### config.mk
export PLATFORM = sky130hd
export DESIGN_NAME = ee_engine
export DESIGN_NICKNAME = d
export VERILOG_FILES = /design/src/ee_pkg.sv /design/src/ee_obuf.sv /design/src/ee_engine.sv
export VERILOG_INCLUDE_DIRS = /design/src
export SDC_FILE = /design/constraint.sdc
export NUM_CORES = 2
export LEC_CHECK = 0
export BUFFER_PORTS_ARGS = -buffer_cell sky130_fd_sc_hd__buf_2
export CORE_ASPECT_RATIO = 0.6
export CORE_MARGIN = 8
export CORE_UTILIZATION = 55
export DETAILED_ROUTE_END_ITERATION = 8
export PLACE_DENSITY = 0.7
export RECOVER_POWER = 50
export SLEW_MARGIN = 15
export SYNTH_ARGS = -nofsm -noshare
export SYNTH_HDL_FRONTEND = slang
export SYNTH_SLANG_ARGS = --single-unit
### constraint.sdc
create_clock -name clk -period 3.9 [get_ports clk]
set_input_delay 0.39 -clock clk [delete_from_list [all_inputs] [get_ports clk]]
set_output_delay 0.39 -clock clk [all_outputs]
set_load 0.1 [all_outputs]
### src/ee_defines.svh
`ifndef EE_DEFINES_SVH
`define EE_DEFINES_SVH

// Select byte type identifiers.
`define EE_TYPE_ARRAY 4'hA
`define EE_TYPE_IDENT 4'hB

// Field positions inside the address and data bytes.
`define EE_ADDR_LOCK_BIT 7
`define EE_DATA_LOCK_BIT 1

// Sizes of the array and of one page.
`define EE_ARRAY_BYTES 256
`define EE_PAGE_BYTES 16

// Value sent when no byte is ready for transmission.
`define EE_IDLE_BYTE 8'hFF

// Internal write cycle time and the clock rate.
`define EE_TW_US 5000
`define EE_CLK_KHZ 25000
`define EE_TW_CYCLES ((`EE_TW_US * `EE_CLK_KHZ) / 1000)

`endif

### src/ee_pkg.sv
package ee_pkg;

  typedef enum logic [3:0] {
    ST_IDLE,
    ST_DEVSEL,
    ST_DSACK,
    ST_ADDR,
    ST_ADACK,
    ST_WDATA,
    ST_WDACK,
    ST_RDATA,
    ST_RACK,
    ST_BUSY
  } ee_state_t;

endpackage

### src/ee_obuf.sv
`timescale 1ns/1ns
module ee_obuf (
  input wire logic clk,
  input wire logic nrst,
  input wire logic flush,
  input wire logic in_valid,
  output logic in_ready,
  input wire logic [7:0] in_data,
  output logic out_valid,
  input wire logic out_ready,
  output logic [7:0] out_data
);

  logic [7:0] ent_r [0:1];
  logic [7:0] ent_nxt [0:1];
  logic wp_r;
  logic wp_nxt;
  logic rp_r;
  logic rp_nxt;
  logic [1:0] cnt_r;
  logic [1:0] cnt_nxt;
  logic push;
  logic pop;

  assign in_ready = (cnt_r != 2'h2) && !flush;
  assign out_valid = (cnt_r != 2'h0);
  assign out_data = ent_r[rp_r];
  assign push = in_valid && in_ready;
  assign pop = out_valid && out_ready && !flush;

  always_comb begin
    ent_nxt[0] = ent_r[0];
    ent_nxt[1] = ent_r[1];
    wp_nxt = wp_r;
    rp_nxt = rp_r;
    cnt_nxt = cnt_r;
    if (flush) begin
      wp_nxt = 1'b0;
      rp_nxt = 1'b0;
      cnt_nxt = 2'h0;
    end else begin
      if (push) begin
        ent_nxt[wp_r] = in_data;
        wp_nxt = ~wp_r;
      end
      if (pop) begin
        rp_nxt = ~rp_r;
      end
      cnt_nxt = cnt_r + {1'b0, push} - {1'b0, pop};
    end
  end

  always_ff @(posedge clk or negedge nrst) begin
    if (!nrst) begin
      ent_r[0] <= 8'h00;
      ent_r[1] <= 8'h00;
      wp_r <= 1'b0;
      rp_r <= 1'b0;
      cnt_r <= 2'h0;
    end else begin
      ent_r[0] <= ent_nxt[0];
      ent_r[1] <= ent_nxt[1];
      wp_r <= wp_nxt;
      rp_r <= rp_nxt;
      cnt_r <= cnt_nxt;
    end
  end

endmodule

### src/ee_engine.sv
`timescale 1ns/1ns
`include "ee_defines.svh"
module ee_engine #(
  parameter int WR_CYCLES = `EE_TW_CYCLES
) (
  input wire logic clk,
  input wire logic nrst,
  input wire logic scl_i,
  input wire logic sda_i,
  output logic sda_o,
  output logic sda_oe,
  input wire logic write_protect_input,
  input wire logic chip_select_bit2,
  input wire logic chip_select_bit1,
  input wire logic chip_select_bit0,
  input wire logic nv_erase,
  output logic write_busy,
  output logic ident_locked
);
  import ee_pkg::*;

  ////////////////////////////////////////////////////////////////////////////
  // Pin synchronisers and bus condition detection.

  logic [4:0] pin_m_r;
  logic [4:0] pin_s_r;
  logic scl_d_r;
  logic sda_d_r;

  always_ff @(posedge clk or negedge nrst) begin
    if (!nrst) begin
      pin_m_r <= 5'h1F;
      pin_s_r <= 5'h1F;
      scl_d_r <= 1'b1;
      sda_d_r <= 1'b1;
    end else begin
      pin_m_r <= {scl_i, sda_i, write_protect_input, chip_select_bit2,
                  chip_select_bit1 & chip_select_bit0 | 1'b0};
      pin_s_r <= pin_m_r;
      scl_d_r <= pin_s_r[4];
      sda_d_r <= pin_s_r[3];
    end
  end

  logic [1:0] cs_lo_m_r;
  logic [1:0] cs_lo_s_r;

  always_ff @(posedge clk or negedge nrst) begin
    if (!nrst) begin
      cs_lo_m_r <= 2'h0;
      cs_lo_s_r <= 2'h0;
    end else begin
      cs_lo_m_r <= {chip_select_bit1, chip_select_bit0};
      cs_lo_s_r <= cs_lo_m_r;
    end
  end

  logic scl_s;
  logic sda_s;
  logic wp_s;
  logic [2:0] cs_s;
  logic scl_rise;
  logic scl_fall;
  logic bus_start;
  logic bus_stop;

  assign scl_s = pin_s_r[4];
  assign sda_s = pin_s_r[3];
  assign wp_s = pin_s_r[2];
  assign cs_s = {pin_s_r[1], cs_lo_s_r};
  assign scl_rise = scl_s && !scl_d_r;
  assign scl_fall = !scl_s && scl_d_r;
  assign bus_start = scl_s && scl_d_r && sda_d_r && !sda_s;
  assign bus_stop = scl_s && scl_d_r && !sda_d_r && sda_s;

  ////////////////////////////////////////////////////////////////////////////
  // Storage: array, identification page, lock flag and page buffer.

  logic [7:0] mem [0:`EE_ARRAY_BYTES-1];
  logic [7:0] id_mem [0:`EE_PAGE_BYTES-1];
  logic [7:0] pbuf [0:`EE_PAGE_BYTES-1];
  logic lock_r;

  function automatic logic [7:0] next_addr(input logic [7:0] a,
                                           input logic in_page);
    logic [7:0] r;
    r = a + 8'h01;
    if (in_page) begin
      r = {a[7:4], r[3:0]};
    end
    return r;
  endfunction

  ////////////////////////////////////////////////////////////////////////////
  // Read-ahead buffer between the storage and the transmitter.

  logic flush;
  logic rd_active_r;
  logic [7:0] fetch_r;
  logic push_ready;
  logic [7:0] push_data;
  logic load;
  logic tx_valid;
  logic [7:0] tx_data;
  logic id_sel_r;

  assign push_data = id_sel_r ? id_mem[fetch_r[3:0]] : mem[fetch_r];

  ee_obuf u_obuf (
    .clk(clk),
    .nrst(nrst),
    .flush(flush),
    .in_valid(rd_active_r),
    .in_ready(push_ready),
    .in_data(push_data),
    .out_valid(tx_valid),
    .out_ready(load),
    .out_data(tx_data)
  );

  ////////////////////////////////////////////////////////////////////////////
  // Instruction state machine.

  ee_state_t st_r, st_nxt;
  logic [7:0] sh_r, sh_nxt;
  logic [3:0] cnt_r, cnt_nxt;
  logic oe_r, oe_nxt;
  logic rw_r, rw_nxt;
  logic id_sel_nxt;
  logic lock_mode_r, lock_mode_nxt;
  logic lock_req_r, lock_req_nxt;
  logic slot10_r, slot10_nxt;
  logic mack_r, mack_nxt;
  logic rd_active_nxt;
  logic [7:0] adr_r, adr_nxt;
  logic [7:0] fetch_nxt;
  logic [15:0] mask_r, mask_nxt;
  logic [19:0] tw_r, tw_nxt;
  logic commit;
  logic store;
  logic ack_en;
  logic [7:0] tx_byte;

  assign tx_byte = tx_valid ? tx_data : `EE_IDLE_BYTE;
  assign ack_en = !wp_s && !(id_sel_r && lock_r);

  always_comb begin
    st_nxt = st_r;
    sh_nxt = sh_r;
    cnt_nxt = cnt_r;
    oe_nxt = oe_r;
    rw_nxt = rw_r;
    id_sel_nxt = id_sel_r;
    lock_mode_nxt = lock_mode_r;
    lock_req_nxt = lock_req_r;
    slot10_nxt = slot10_r;
    mack_nxt = mack_r;
    rd_active_nxt = rd_active_r;
    adr_nxt = adr_r;
    fetch_nxt = fetch_r;
    mask_nxt = mask_r;
    tw_nxt = tw_r;
    flush = 1'b0;
    load = 1'b0;
    commit = 1'b0;
    store = 1'b0;
    if (rd_active_r && push_ready) begin
      fetch_nxt = next_addr(fetch_r, id_sel_r);
    end
    case (st_r)
      ST_DEVSEL, ST_ADDR, ST_WDATA: begin
        if (scl_rise && cnt_r != 4'h8) begin
          sh_nxt = {sh_r[6:0], sda_s};
          cnt_nxt = cnt_r + 4'h1;
        end
        // The tenth slot closes on its falling clock edge, because a Stop
        // can only come after the rising edge that opens that slot.
        if (scl_fall) begin
          slot10_nxt = 1'b0;
        end
        if (scl_fall && cnt_r == 4'h8) begin
          cnt_nxt = 4'h0;
          if (st_r == ST_DEVSEL) begin
            if ((sh_r[7:4] == `EE_TYPE_ARRAY || sh_r[7:4] == `EE_TYPE_IDENT)
                && sh_r[3:1] == cs_s) begin
              st_nxt = ST_DSACK;
              oe_nxt = 1'b1;
              id_sel_nxt = (sh_r[7:4] == `EE_TYPE_IDENT);
              rw_nxt = sh_r[0];
              if (sh_r[0]) begin
                flush = 1'b1;
                rd_active_nxt = 1'b1;
                fetch_nxt = adr_r;
              end
            end else begin
              st_nxt = ST_IDLE;
            end
          end else if (st_r == ST_ADDR) begin
            st_nxt = ST_ADACK;
            oe_nxt = 1'b1;
            mask_nxt = 16'h0000;
            lock_mode_nxt = id_sel_r && sh_r[`EE_ADDR_LOCK_BIT];
            if (!id_sel_r) begin
              adr_nxt = sh_r;
            end else if (!sh_r[`EE_ADDR_LOCK_BIT]) begin
              adr_nxt = {4'h0, sh_r[3:0]};
            end
          end else begin
            st_nxt = ST_WDACK;
            oe_nxt = ack_en;
            if (ack_en && lock_mode_r) begin
              lock_req_nxt = lock_req_r | sh_r[`EE_DATA_LOCK_BIT];
            end else if (ack_en) begin
              store = 1'b1;
              mask_nxt = mask_r | (16'h0001 << adr_r[3:0]);
              adr_nxt = next_addr(adr_r, 1'b1);
            end
          end
        end
      end
      ST_DSACK, ST_ADACK, ST_WDACK: begin
        if (scl_fall) begin
          oe_nxt = 1'b0;
          cnt_nxt = 4'h0;
          if (st_r == ST_DSACK && rw_r) begin
            st_nxt = ST_RDATA;
            load = 1'b1;
            sh_nxt = tx_byte;
            oe_nxt = !tx_byte[7];
            adr_nxt = next_addr(adr_r, id_sel_r);
          end else if (st_r == ST_WDACK) begin
            st_nxt = ST_WDATA;
            slot10_nxt = 1'b1;
          end else if (st_r == ST_ADACK) begin
            st_nxt = ST_WDATA;
          end else begin
            st_nxt = ST_ADDR;
          end
        end
      end
      ST_RDATA: begin
        if (scl_fall) begin
          if (cnt_r == 4'h7) begin
            st_nxt = ST_RACK;
            oe_nxt = 1'b0;
          end else begin
            sh_nxt = {sh_r[6:0], 1'b1};
            oe_nxt = !sh_r[6];
            cnt_nxt = cnt_r + 4'h1;
          end
        end
      end
      ST_RACK: begin
        if (scl_rise) begin
          mack_nxt = !sda_s;
        end
        if (scl_fall) begin
          cnt_nxt = 4'h0;
          if (mack_r) begin
            st_nxt = ST_RDATA;
            load = 1'b1;
            sh_nxt = tx_byte;
            oe_nxt = !tx_byte[7];
            adr_nxt = next_addr(adr_r, id_sel_r);
          end else begin
            st_nxt = ST_IDLE;
            rd_active_nxt = 1'b0;
          end
        end
      end
      ST_BUSY: begin
        oe_nxt = 1'b0;
        if (tw_r == 20'h00000) begin
          commit = 1'b1;
          st_nxt = ST_IDLE;
        end else begin
          tw_nxt = tw_r - 20'h00001;
        end
      end
      default: begin
      end
    endcase
    if (st_r != ST_BUSY && bus_stop) begin
      oe_nxt = 1'b0;
      rd_active_nxt = 1'b0;
      if (st_r == ST_WDATA && slot10_r && (mask_r != 16'h0000 || lock_req_r))
      begin
        st_nxt = ST_BUSY;
        tw_nxt = 20'(WR_CYCLES - 1);
      end else begin
        st_nxt = ST_IDLE;
      end
    end else if (st_r != ST_BUSY && bus_start) begin
      st_nxt = ST_DEVSEL;
      oe_nxt = 1'b0;
      cnt_nxt = 4'h0;
      mask_nxt = 16'h0000;
      lock_req_nxt = 1'b0;
      slot10_nxt = 1'b0;
      rd_active_nxt = 1'b0;
      flush = 1'b1;
    end
    if (commit) begin
      mask_nxt = 16'h0000;
      lock_req_nxt = 1'b0;
    end
  end

  always_ff @(posedge clk or negedge nrst) begin
    if (!nrst) begin
      st_r <= ST_IDLE;
      sh_r <= 8'h00;
      cnt_r <= 4'h0;
      oe_r <= 1'b0;
      rw_r <= 1'b0;
      id_sel_r <= 1'b0;
      lock_mode_r <= 1'b0;
      lock_req_r <= 1'b0;
      slot10_r <= 1'b0;
      mack_r <= 1'b0;
      rd_active_r <= 1'b0;
      adr_r <= 8'h00;
      fetch_r <= 8'h00;
      mask_r <= 16'h0000;
      tw_r <= 20'h00000;
    end else begin
      st_r <= st_nxt;
      sh_r <= sh_nxt;
      cnt_r <= cnt_nxt;
      oe_r <= oe_nxt;
      rw_r <= rw_nxt;
      id_sel_r <= id_sel_nxt;
      lock_mode_r <= lock_mode_nxt;
      lock_req_r <= lock_req_nxt;
      slot10_r <= slot10_nxt;
      mack_r <= mack_nxt;
      rd_active_r <= rd_active_nxt;
      adr_r <= adr_nxt;
      fetch_r <= fetch_nxt;
      mask_r <= mask_nxt;
      tw_r <= tw_nxt;
    end
  end

  ////////////////////////////////////////////////////////////////////////////
  // Non-volatile storage: no reset, so contents and lock survive it.

  always_ff @(posedge clk) begin
    if (store) begin
      pbuf[adr_r[3:0]] <= sh_r;
    end
    if (nv_erase) begin
      lock_r <= 1'b0;
    end else if (commit && lock_req_r) begin
      lock_r <= 1'b1;
    end
    for (int i = 0; i < `EE_PAGE_BYTES; i++) begin
      if (commit && mask_r[i]) begin
        if (id_sel_r) begin
          id_mem[i] <= pbuf[i];
        end else begin
          mem[{adr_r[7:4], 4'(i)}] <= pbuf[i];
        end
      end
    end
  end

  assign sda_o = 1'b0;
  assign sda_oe = oe_r;
  assign write_busy = (st_r == ST_BUSY);
  assign ident_locked = lock_r;

endmodule

== Yosys cells after proc, flatten, opt, wreduce, memory -nomap -nowiden ==
Memories as Yosys holds them, arrays and structs flattened.
Index checks and enable logic that the tools add are counted.

* Flip-flop bits (word level): 113
* Bits in latches: 0
* Bits in writable memories: 2304
* Memory bits (read-only): 0
* Input bits: 9
* Output and inout bits: 4
* Word-level logic and storage cells: 371
* Memories: 3

{| class="wikitable"
|+ Memories
! memory !! words !! bits a word !! rd ports !! clocked after memory_dff !! wr ports !! line !! RTL
|-
| mem || 256 || 8 || 1 || 0 || 16 || ee_engine.sv:79 || <nowiki>logic [7:0] mem [0:`EE_ARRAY_BYTES-1];</nowiki>
|-
| id_mem || 16 || 8 || 1 || 0 || 16 || ee_engine.sv:80 || <nowiki>logic [7:0] id_mem [0:`EE_PAGE_BYTES-1];</nowiki>
|-
| pbuf || 16 || 8 || 16 || 0 || 1 || ee_engine.sv:81 || <nowiki>logic [7:0] pbuf [0:`EE_PAGE_BYTES-1];</nowiki>
|}

* Add/subtract/negate cells: 6
* Multipliers: 0
* Divide/modulo/power cells: 0
* Order comparisons: 3
* Equal/unequal tests: 43
* Shift-type cells: 1
* Muxes and demuxes: 204
* Bitwise gates (word level): 9
* Reductions and logical operators: 74

{| class="wikitable"
|+ Operator list
! operator !! number
|-
| two-way mux 8 bit || 30
|-
| two-way mux 16 bit || 9
|-
| two-way mux 1 bit || 125
|-
| two-way mux 20 bit || 4
|-
| two-way mux 4 bit || 19
|-
| != test 4 bit, second input constant || 13
|-
| logical AND 1 bit || 41
|-
| one-hot mux 8 bit (4 select lines) || 1
|-
| one-hot mux 8 bit (3 select lines) || 1
|-
| != test 2 bit, second input constant || 11
|-
| AND reduction 7 bit || 3
|-
| == test 4 x 3 -> 1 bit, second input constant || 5
|-
| == test 4 bit, second input constant || 5
|-
| zero test 20 bit || 1
|-
| one-hot mux 4 bit (5 select lines) || 1
|-
| subtractor 20 x 1 -> 20 bit, second input constant || 1
|-
| adder 8 x 1 -> 8 bit, second input constant || 2
|-
| bitwise mux 16 bit || 1
|-
| OR 16 bit || 1
|-
| nonzero test 16 bit || 1
|-
| << shifter 1 x 4 -> 16 bit, first input constant || 1
|-
| two-way mux 3 bit || 4
|-
| one-hot mux 4 bit (3 select lines) || 1
|-
| AND reduction 10 bit || 1
|-
| 31 further kinds || 58
|}

== Logic depth before layout (Yosys ltp) ==
* Depth after elaboration: 18
* Depth in mapped cells: 15
* Mapped depth without buffers: 10

== By module ==
A second synthesis with hierarchy kept.

* Cell total of the unflattened synthesis: 4722
* Area total of the unflattened synthesis: 94227.9 um2

{| class="wikitable"
|+ By module, submodules not included
! module !! instances !! cells each !! area each (um2) !! sequential area each (um2)
|-
| ee_engine || 1 || 4653 || 93240.7 || 71471.0
|-
| ee_obuf || 1 || 69 || 987.2 || 500.5
|}

== Worst setup path before layout ==
Ideal clock, no wire load.

* Path kind: register -> register
* Start: register tw_r[11]
* End: memory mem[107][0], enable pin
* Setup time: 370 ps
* Arrival: 2751 ps
* Data required time: 3530 ps
* Slack: 779 ps
* Cell stages (with the launch flop): 10
* Buffers on the path: 3
* Period minus slack after synthesis: 3121 ps
* Path through: dfrtp_1 > or4_1 > or3_4 > nor4_4 > and2_1 > buf_4 > buf_6 > nand2_4 > buf_6 > nor2_1

{| class="wikitable"
|+ RTL lines
! element !! line !! RTL
|-
| start: declaration || ee_engine.sv:138 || <nowiki>logic [19:0] tw_r, tw_nxt;</nowiki>
|-
| start signal: assignment || ee_engine.sv:341 || <nowiki>tw_r <= tw_nxt;</nowiki>
|-
| end: declaration || ee_engine.sv:79 ||
|}

== Worst setup path in the final report ==
* Start: register fetch_r[0]
* End: register u_obuf.ent_r[13] (netlist bit)

* Longest elaborated chain between the ends: 3
* Elaborated cells on any way between the ends: 4
* Classes of those cells: mux (2); memory (2)

{| class="wikitable"
|+ Ends and longest elaborated chain
! element !! line !! RTL
|-
| start: declaration || ee_engine.sv:99 || <nowiki>logic [7:0] fetch_r;</nowiki>
|-
| start signal: assignment || ee_engine.sv:339 || <nowiki>fetch_r <= fetch_nxt;</nowiki>
|-
| memory (256 x 8 bit) or memory (16 x 8 bit) (tied branches) || - ||
|-
| two-way mux 8 bit (*) || ee_engine.sv:107 || <nowiki>assign push_data = id_sel_r ? id_mem[fetch_r[3:0]] : mem[fetch_r];</nowiki>
|-
| bitwise mux 16 bit (*) || ee_obuf.sv:43 || <nowiki>ent_nxt[wp_r] = in_data;</nowiki>
|-
| end: declaration || ee_obuf.sv:14 || <nowiki>logic [7:0] ent_r [0:1];</nowiki>
|}

Every way passes the cells marked *; elsewhere a longest branch is shown, timed or not.
A chain may end at the register's enable or synchronous reset.

==> impl_metrics.py <==
metrics = {
    "clocking": {
        "cts_tree": "done",
        "cts_inserted_buffers": 213,
        "clkLatencyLatePin_ps": 900,
        "cts_sinks": 2415,
        "clk_pin_slew_worst_paths_ps": 70,
        "cts_root_buffer": "clkbuf_16",
        "clock_path_buffers": 4,
        "cts.htree.levels": 4,
        "cts_setup_buffers": 0,
    },
    "synth": {
        "synth.area.top_cells": "edfxtp_1 (73%), mux4_2 (11%), dfrtp_1 (2.6%)",
        "ys_ff_latch": 2415,
        "synth_nets": 4762,
        "yosys-top-cells-count": "edfxtp_1 (2304), mux4_2 (477), nor2_1 (391), nand2_1 (173), mux2i_1 (170)",
        "yosysMostFrequentCell": "edfxtp_1",
        "synth_seq_area_share": 0.758,
        "yosys_warnings": 0,
        "synth_area_mm2": 0.0949,
        "synth_top_area_share": 0.729,
        "yosysTopAreaCell": "edfxtp_1",
        "avgSynthCellArea_um2": 20.0,
        "synth-main-ff-cell": "edfxtp_1",
        "synth.distinct_cells": 89,
        "ys_async_sr_fraction": 0.0455,
        "syn-instance-count": 4740,
        "synth-edff-count": 2304,
    },
    "floorplan": {
        "die_w_um": 552,
        "die-height_um": 338,
        "core_area_mm2": 0.172,
        "rows": 118,
        "dieArea_mm2": 0.187,
        "initial_core_util": 0.552,
        "io_pins": 13,
    },
    "outcome": {
        "status": "complete, but fails checks",
        "violations": "max-capacitance violations, max-slew violations, negative setup slack",
    },
    "placed_design": {
        "place_inst": 7472,
        "portBuffers": 11,
        "globalplace.congestion": 1.11,
        "place_hpwl_um": 272000,
        "place_area_mm2": 0.102,
    },
    "layout": {
        "finalNetCount": 5437,
        "drive_above_1_share": 0.268,
        "fin_area_mm2": 0.108,
        "area_delta_synth_final_pct": 14.3,
        "fin_cells": 7924,
    },
    "drt": {
        "drt-met1-wl_um": 137000,
        "wire_per_inst_um": 48.9,
        "postRouteWirelength_um": 387000,
        "drtIter0Drc": 12900,
        "dr_wl_met3_um": 87500,
        "vias_per_cell": 7.33,
        "ant_nets": 0,
        "num_vias": 58100,
        "wl_met2_um": 145000,
        "drt_pre_antenna_iters": 9,
        "drc": 0,
        "top_layer": "met5",
    },
    "sta": {
        "worst_pin_slew_ps": 2910,
        "finalCriticalPeriod_ps": 3930,
        "clock_skew_ps": 59.0,
        "slew_headroom": -0.940,
        "slew_viol_final": 1188,
        "final-hold-violation-count": 0,
        "timing.fmax_mhz": 254,
        "setup_slack_ps": -32.4,
        "fin_crit_sh": 1.01,
        "hold_slack_ps": 154,
        "rsz0062_at_grt": "no",
        "setup_viol": 2,
    },
    "global_route": {
        "grt_pass1_vias": 52200,
        "grt_pass1_wl_um": 502000,
        "antenna_found_initial": 78,
        "grt_overflow": 0,
        "grt_max_degree": 66,
        "grt_usage": 0.408,
    },
    "power_and_ir_drop": {
        "p_leak_nw": 35.2,
        "peakVddDrop_uv": 440,
        "power.total_mw": 65.3,
        "cellPowerDensity_mw_per_mm2": 602,
    },
    "critical_path": {
        "crit_fanout": 21,
        "r2r_cells": 12,
        "end_kind": "register",
        "cp-start-kind": "register",
        "worst_ep_arrival_time_ps": 4640,
        "crit_type": "reg2reg",
        "worst_ep_required_time_ps": 4610,
    },
    "min_path": {
        "hold_path.class": "in2reg",
        "hold_depth": 2,
    },
    "job": {
        "drv_cap": 65,
    },
}
-- final timing paths --
path	start	endpoint	slack [ps]
setup / recovery	fetch_r[0]	u_obuf.ent_r[13]	-30
hold / removal	chip_select_bit2	pin_m_r[1]	150
setup reg to reg	fetch_r[0]	u_obuf.ent_r[13]	-30
hold reg to reg	pin_m_r[4]	pin_s_r[4]	360
max in group asynchronous	nrst	tw_r[15]	610
min in group asynchronous	nrst	cnt_r[3]	1010
-- metrics by stage --
step / worst slack (ps) / util / TNS, ps
after floorplan: 779 / - / 0
after global placement: -114 / 0.591 / -424
after detailed placement: -147 / 0.592 / -461
after CTS: 52.2 / 0.632 / 0
after global routing: 11.5 / 0.630 / 0
final: -32.4 / 0.631 / -58.8
-- cell usage in the layout (no fill, tap or decap), drive strengths merged, types with 10 or more instances in the layout --
cell	Yosys	routed
edfxtp	2304	2304
clkinv	2	96
bufinv	0	25
xnor2	28	28
nor4	19	19
mux4	508	508
and2	10	10
a221oi	29	29
mux2i	170	170
o21ai	71	71
nand2b	19	19
o31ai	14	14
diode	0	54
o22ai	13	13
nand2	183	183
a221o	10	10
a211oi	21	21
ha	13	13
a21oi	104	104
dfstp	10	10
a22oi	86	86
and3	23	23
a22o	12	12
inv	24	33
a31oi	26	26
a2111oi	11	11
dfrtp	100	100
mux2	25	25
nor3	51	51
o21a	16	16
nand3	45	45
nor2	391	391
clkbuf	121	353
buf	149	621
nor2b	24	24
clkinvlp	0	10
-- sequential cells by signal (all words and copies together), names as in the netlist, 8 cells and up --
register / count
adr_r: 8
fetch_r: 8
id_mem: 128
mask_r: 16
mem: 2048
pbuf: 128
sh_r: 8
tw_r: 20
u_obuf.ent_r: 16
-- kinds of logic after synthesis --
family	share of synthesized area
adders and majority gates	0.00171
other	0.0000395
and+or+nand+nor	0.0385
buffers and inverters	0.0215
xor gates and xnor gates	0.00295
AOI/OAI and AO/OA	0.0344
muxes	0.143
DFF	0.758
-- cell type report --
class	count	area (um2)
Sequential cell	2415	72000
Fill cell	11800	63500
Multi-Input combinational cell	2029	21000
Timing Repair Buffer	730	5570
Clock buffer	252	5500
Tap cell	2280	2850
Clock inverter	138	1400
Antenna cell	54	135
Inverter	26	100
-- power by group --
| part | internal [mW] | switching [mW] |
|---|---|---|
| Combinational | 5.44 | 9.61 |
| Clock | 11.8 | 9.79 |
| Sequential | 28.4 | 0.367 |
| Total | 45.6 | 19.8 |
-- routing by layer --
layer  global-route usage  up-vias
met4                0.130       30
met5                    0        -
met1                0.559    29800
met2                0.518     6560
li1                     -    20800
met3                0.278      869
-- critical path, cell delays in order, from the launching register on --
cell and delay (ps):
dfrtp_4 530, buf_12 230, buf_16 250, mux4_2 610
mux2i_1 460, buf_4 200, o211ai_1 80, or4_1 450
a21oi_1 140, a211oi_1 70, buf_4 230, a21oi_1 310
o31ai_1 130
-- what timing repair did --
item                                    4_1_cts  5_1_grt
pin swaps                                     0        2
gates cloned                                  0        0
endpoints found under the hold margin        52        0
endpoints found under the setup margin        4       97
hold buffers                                  8        0
resized for setup                             2        6
No activity file was read; power rests on OpenSTA's default activity.
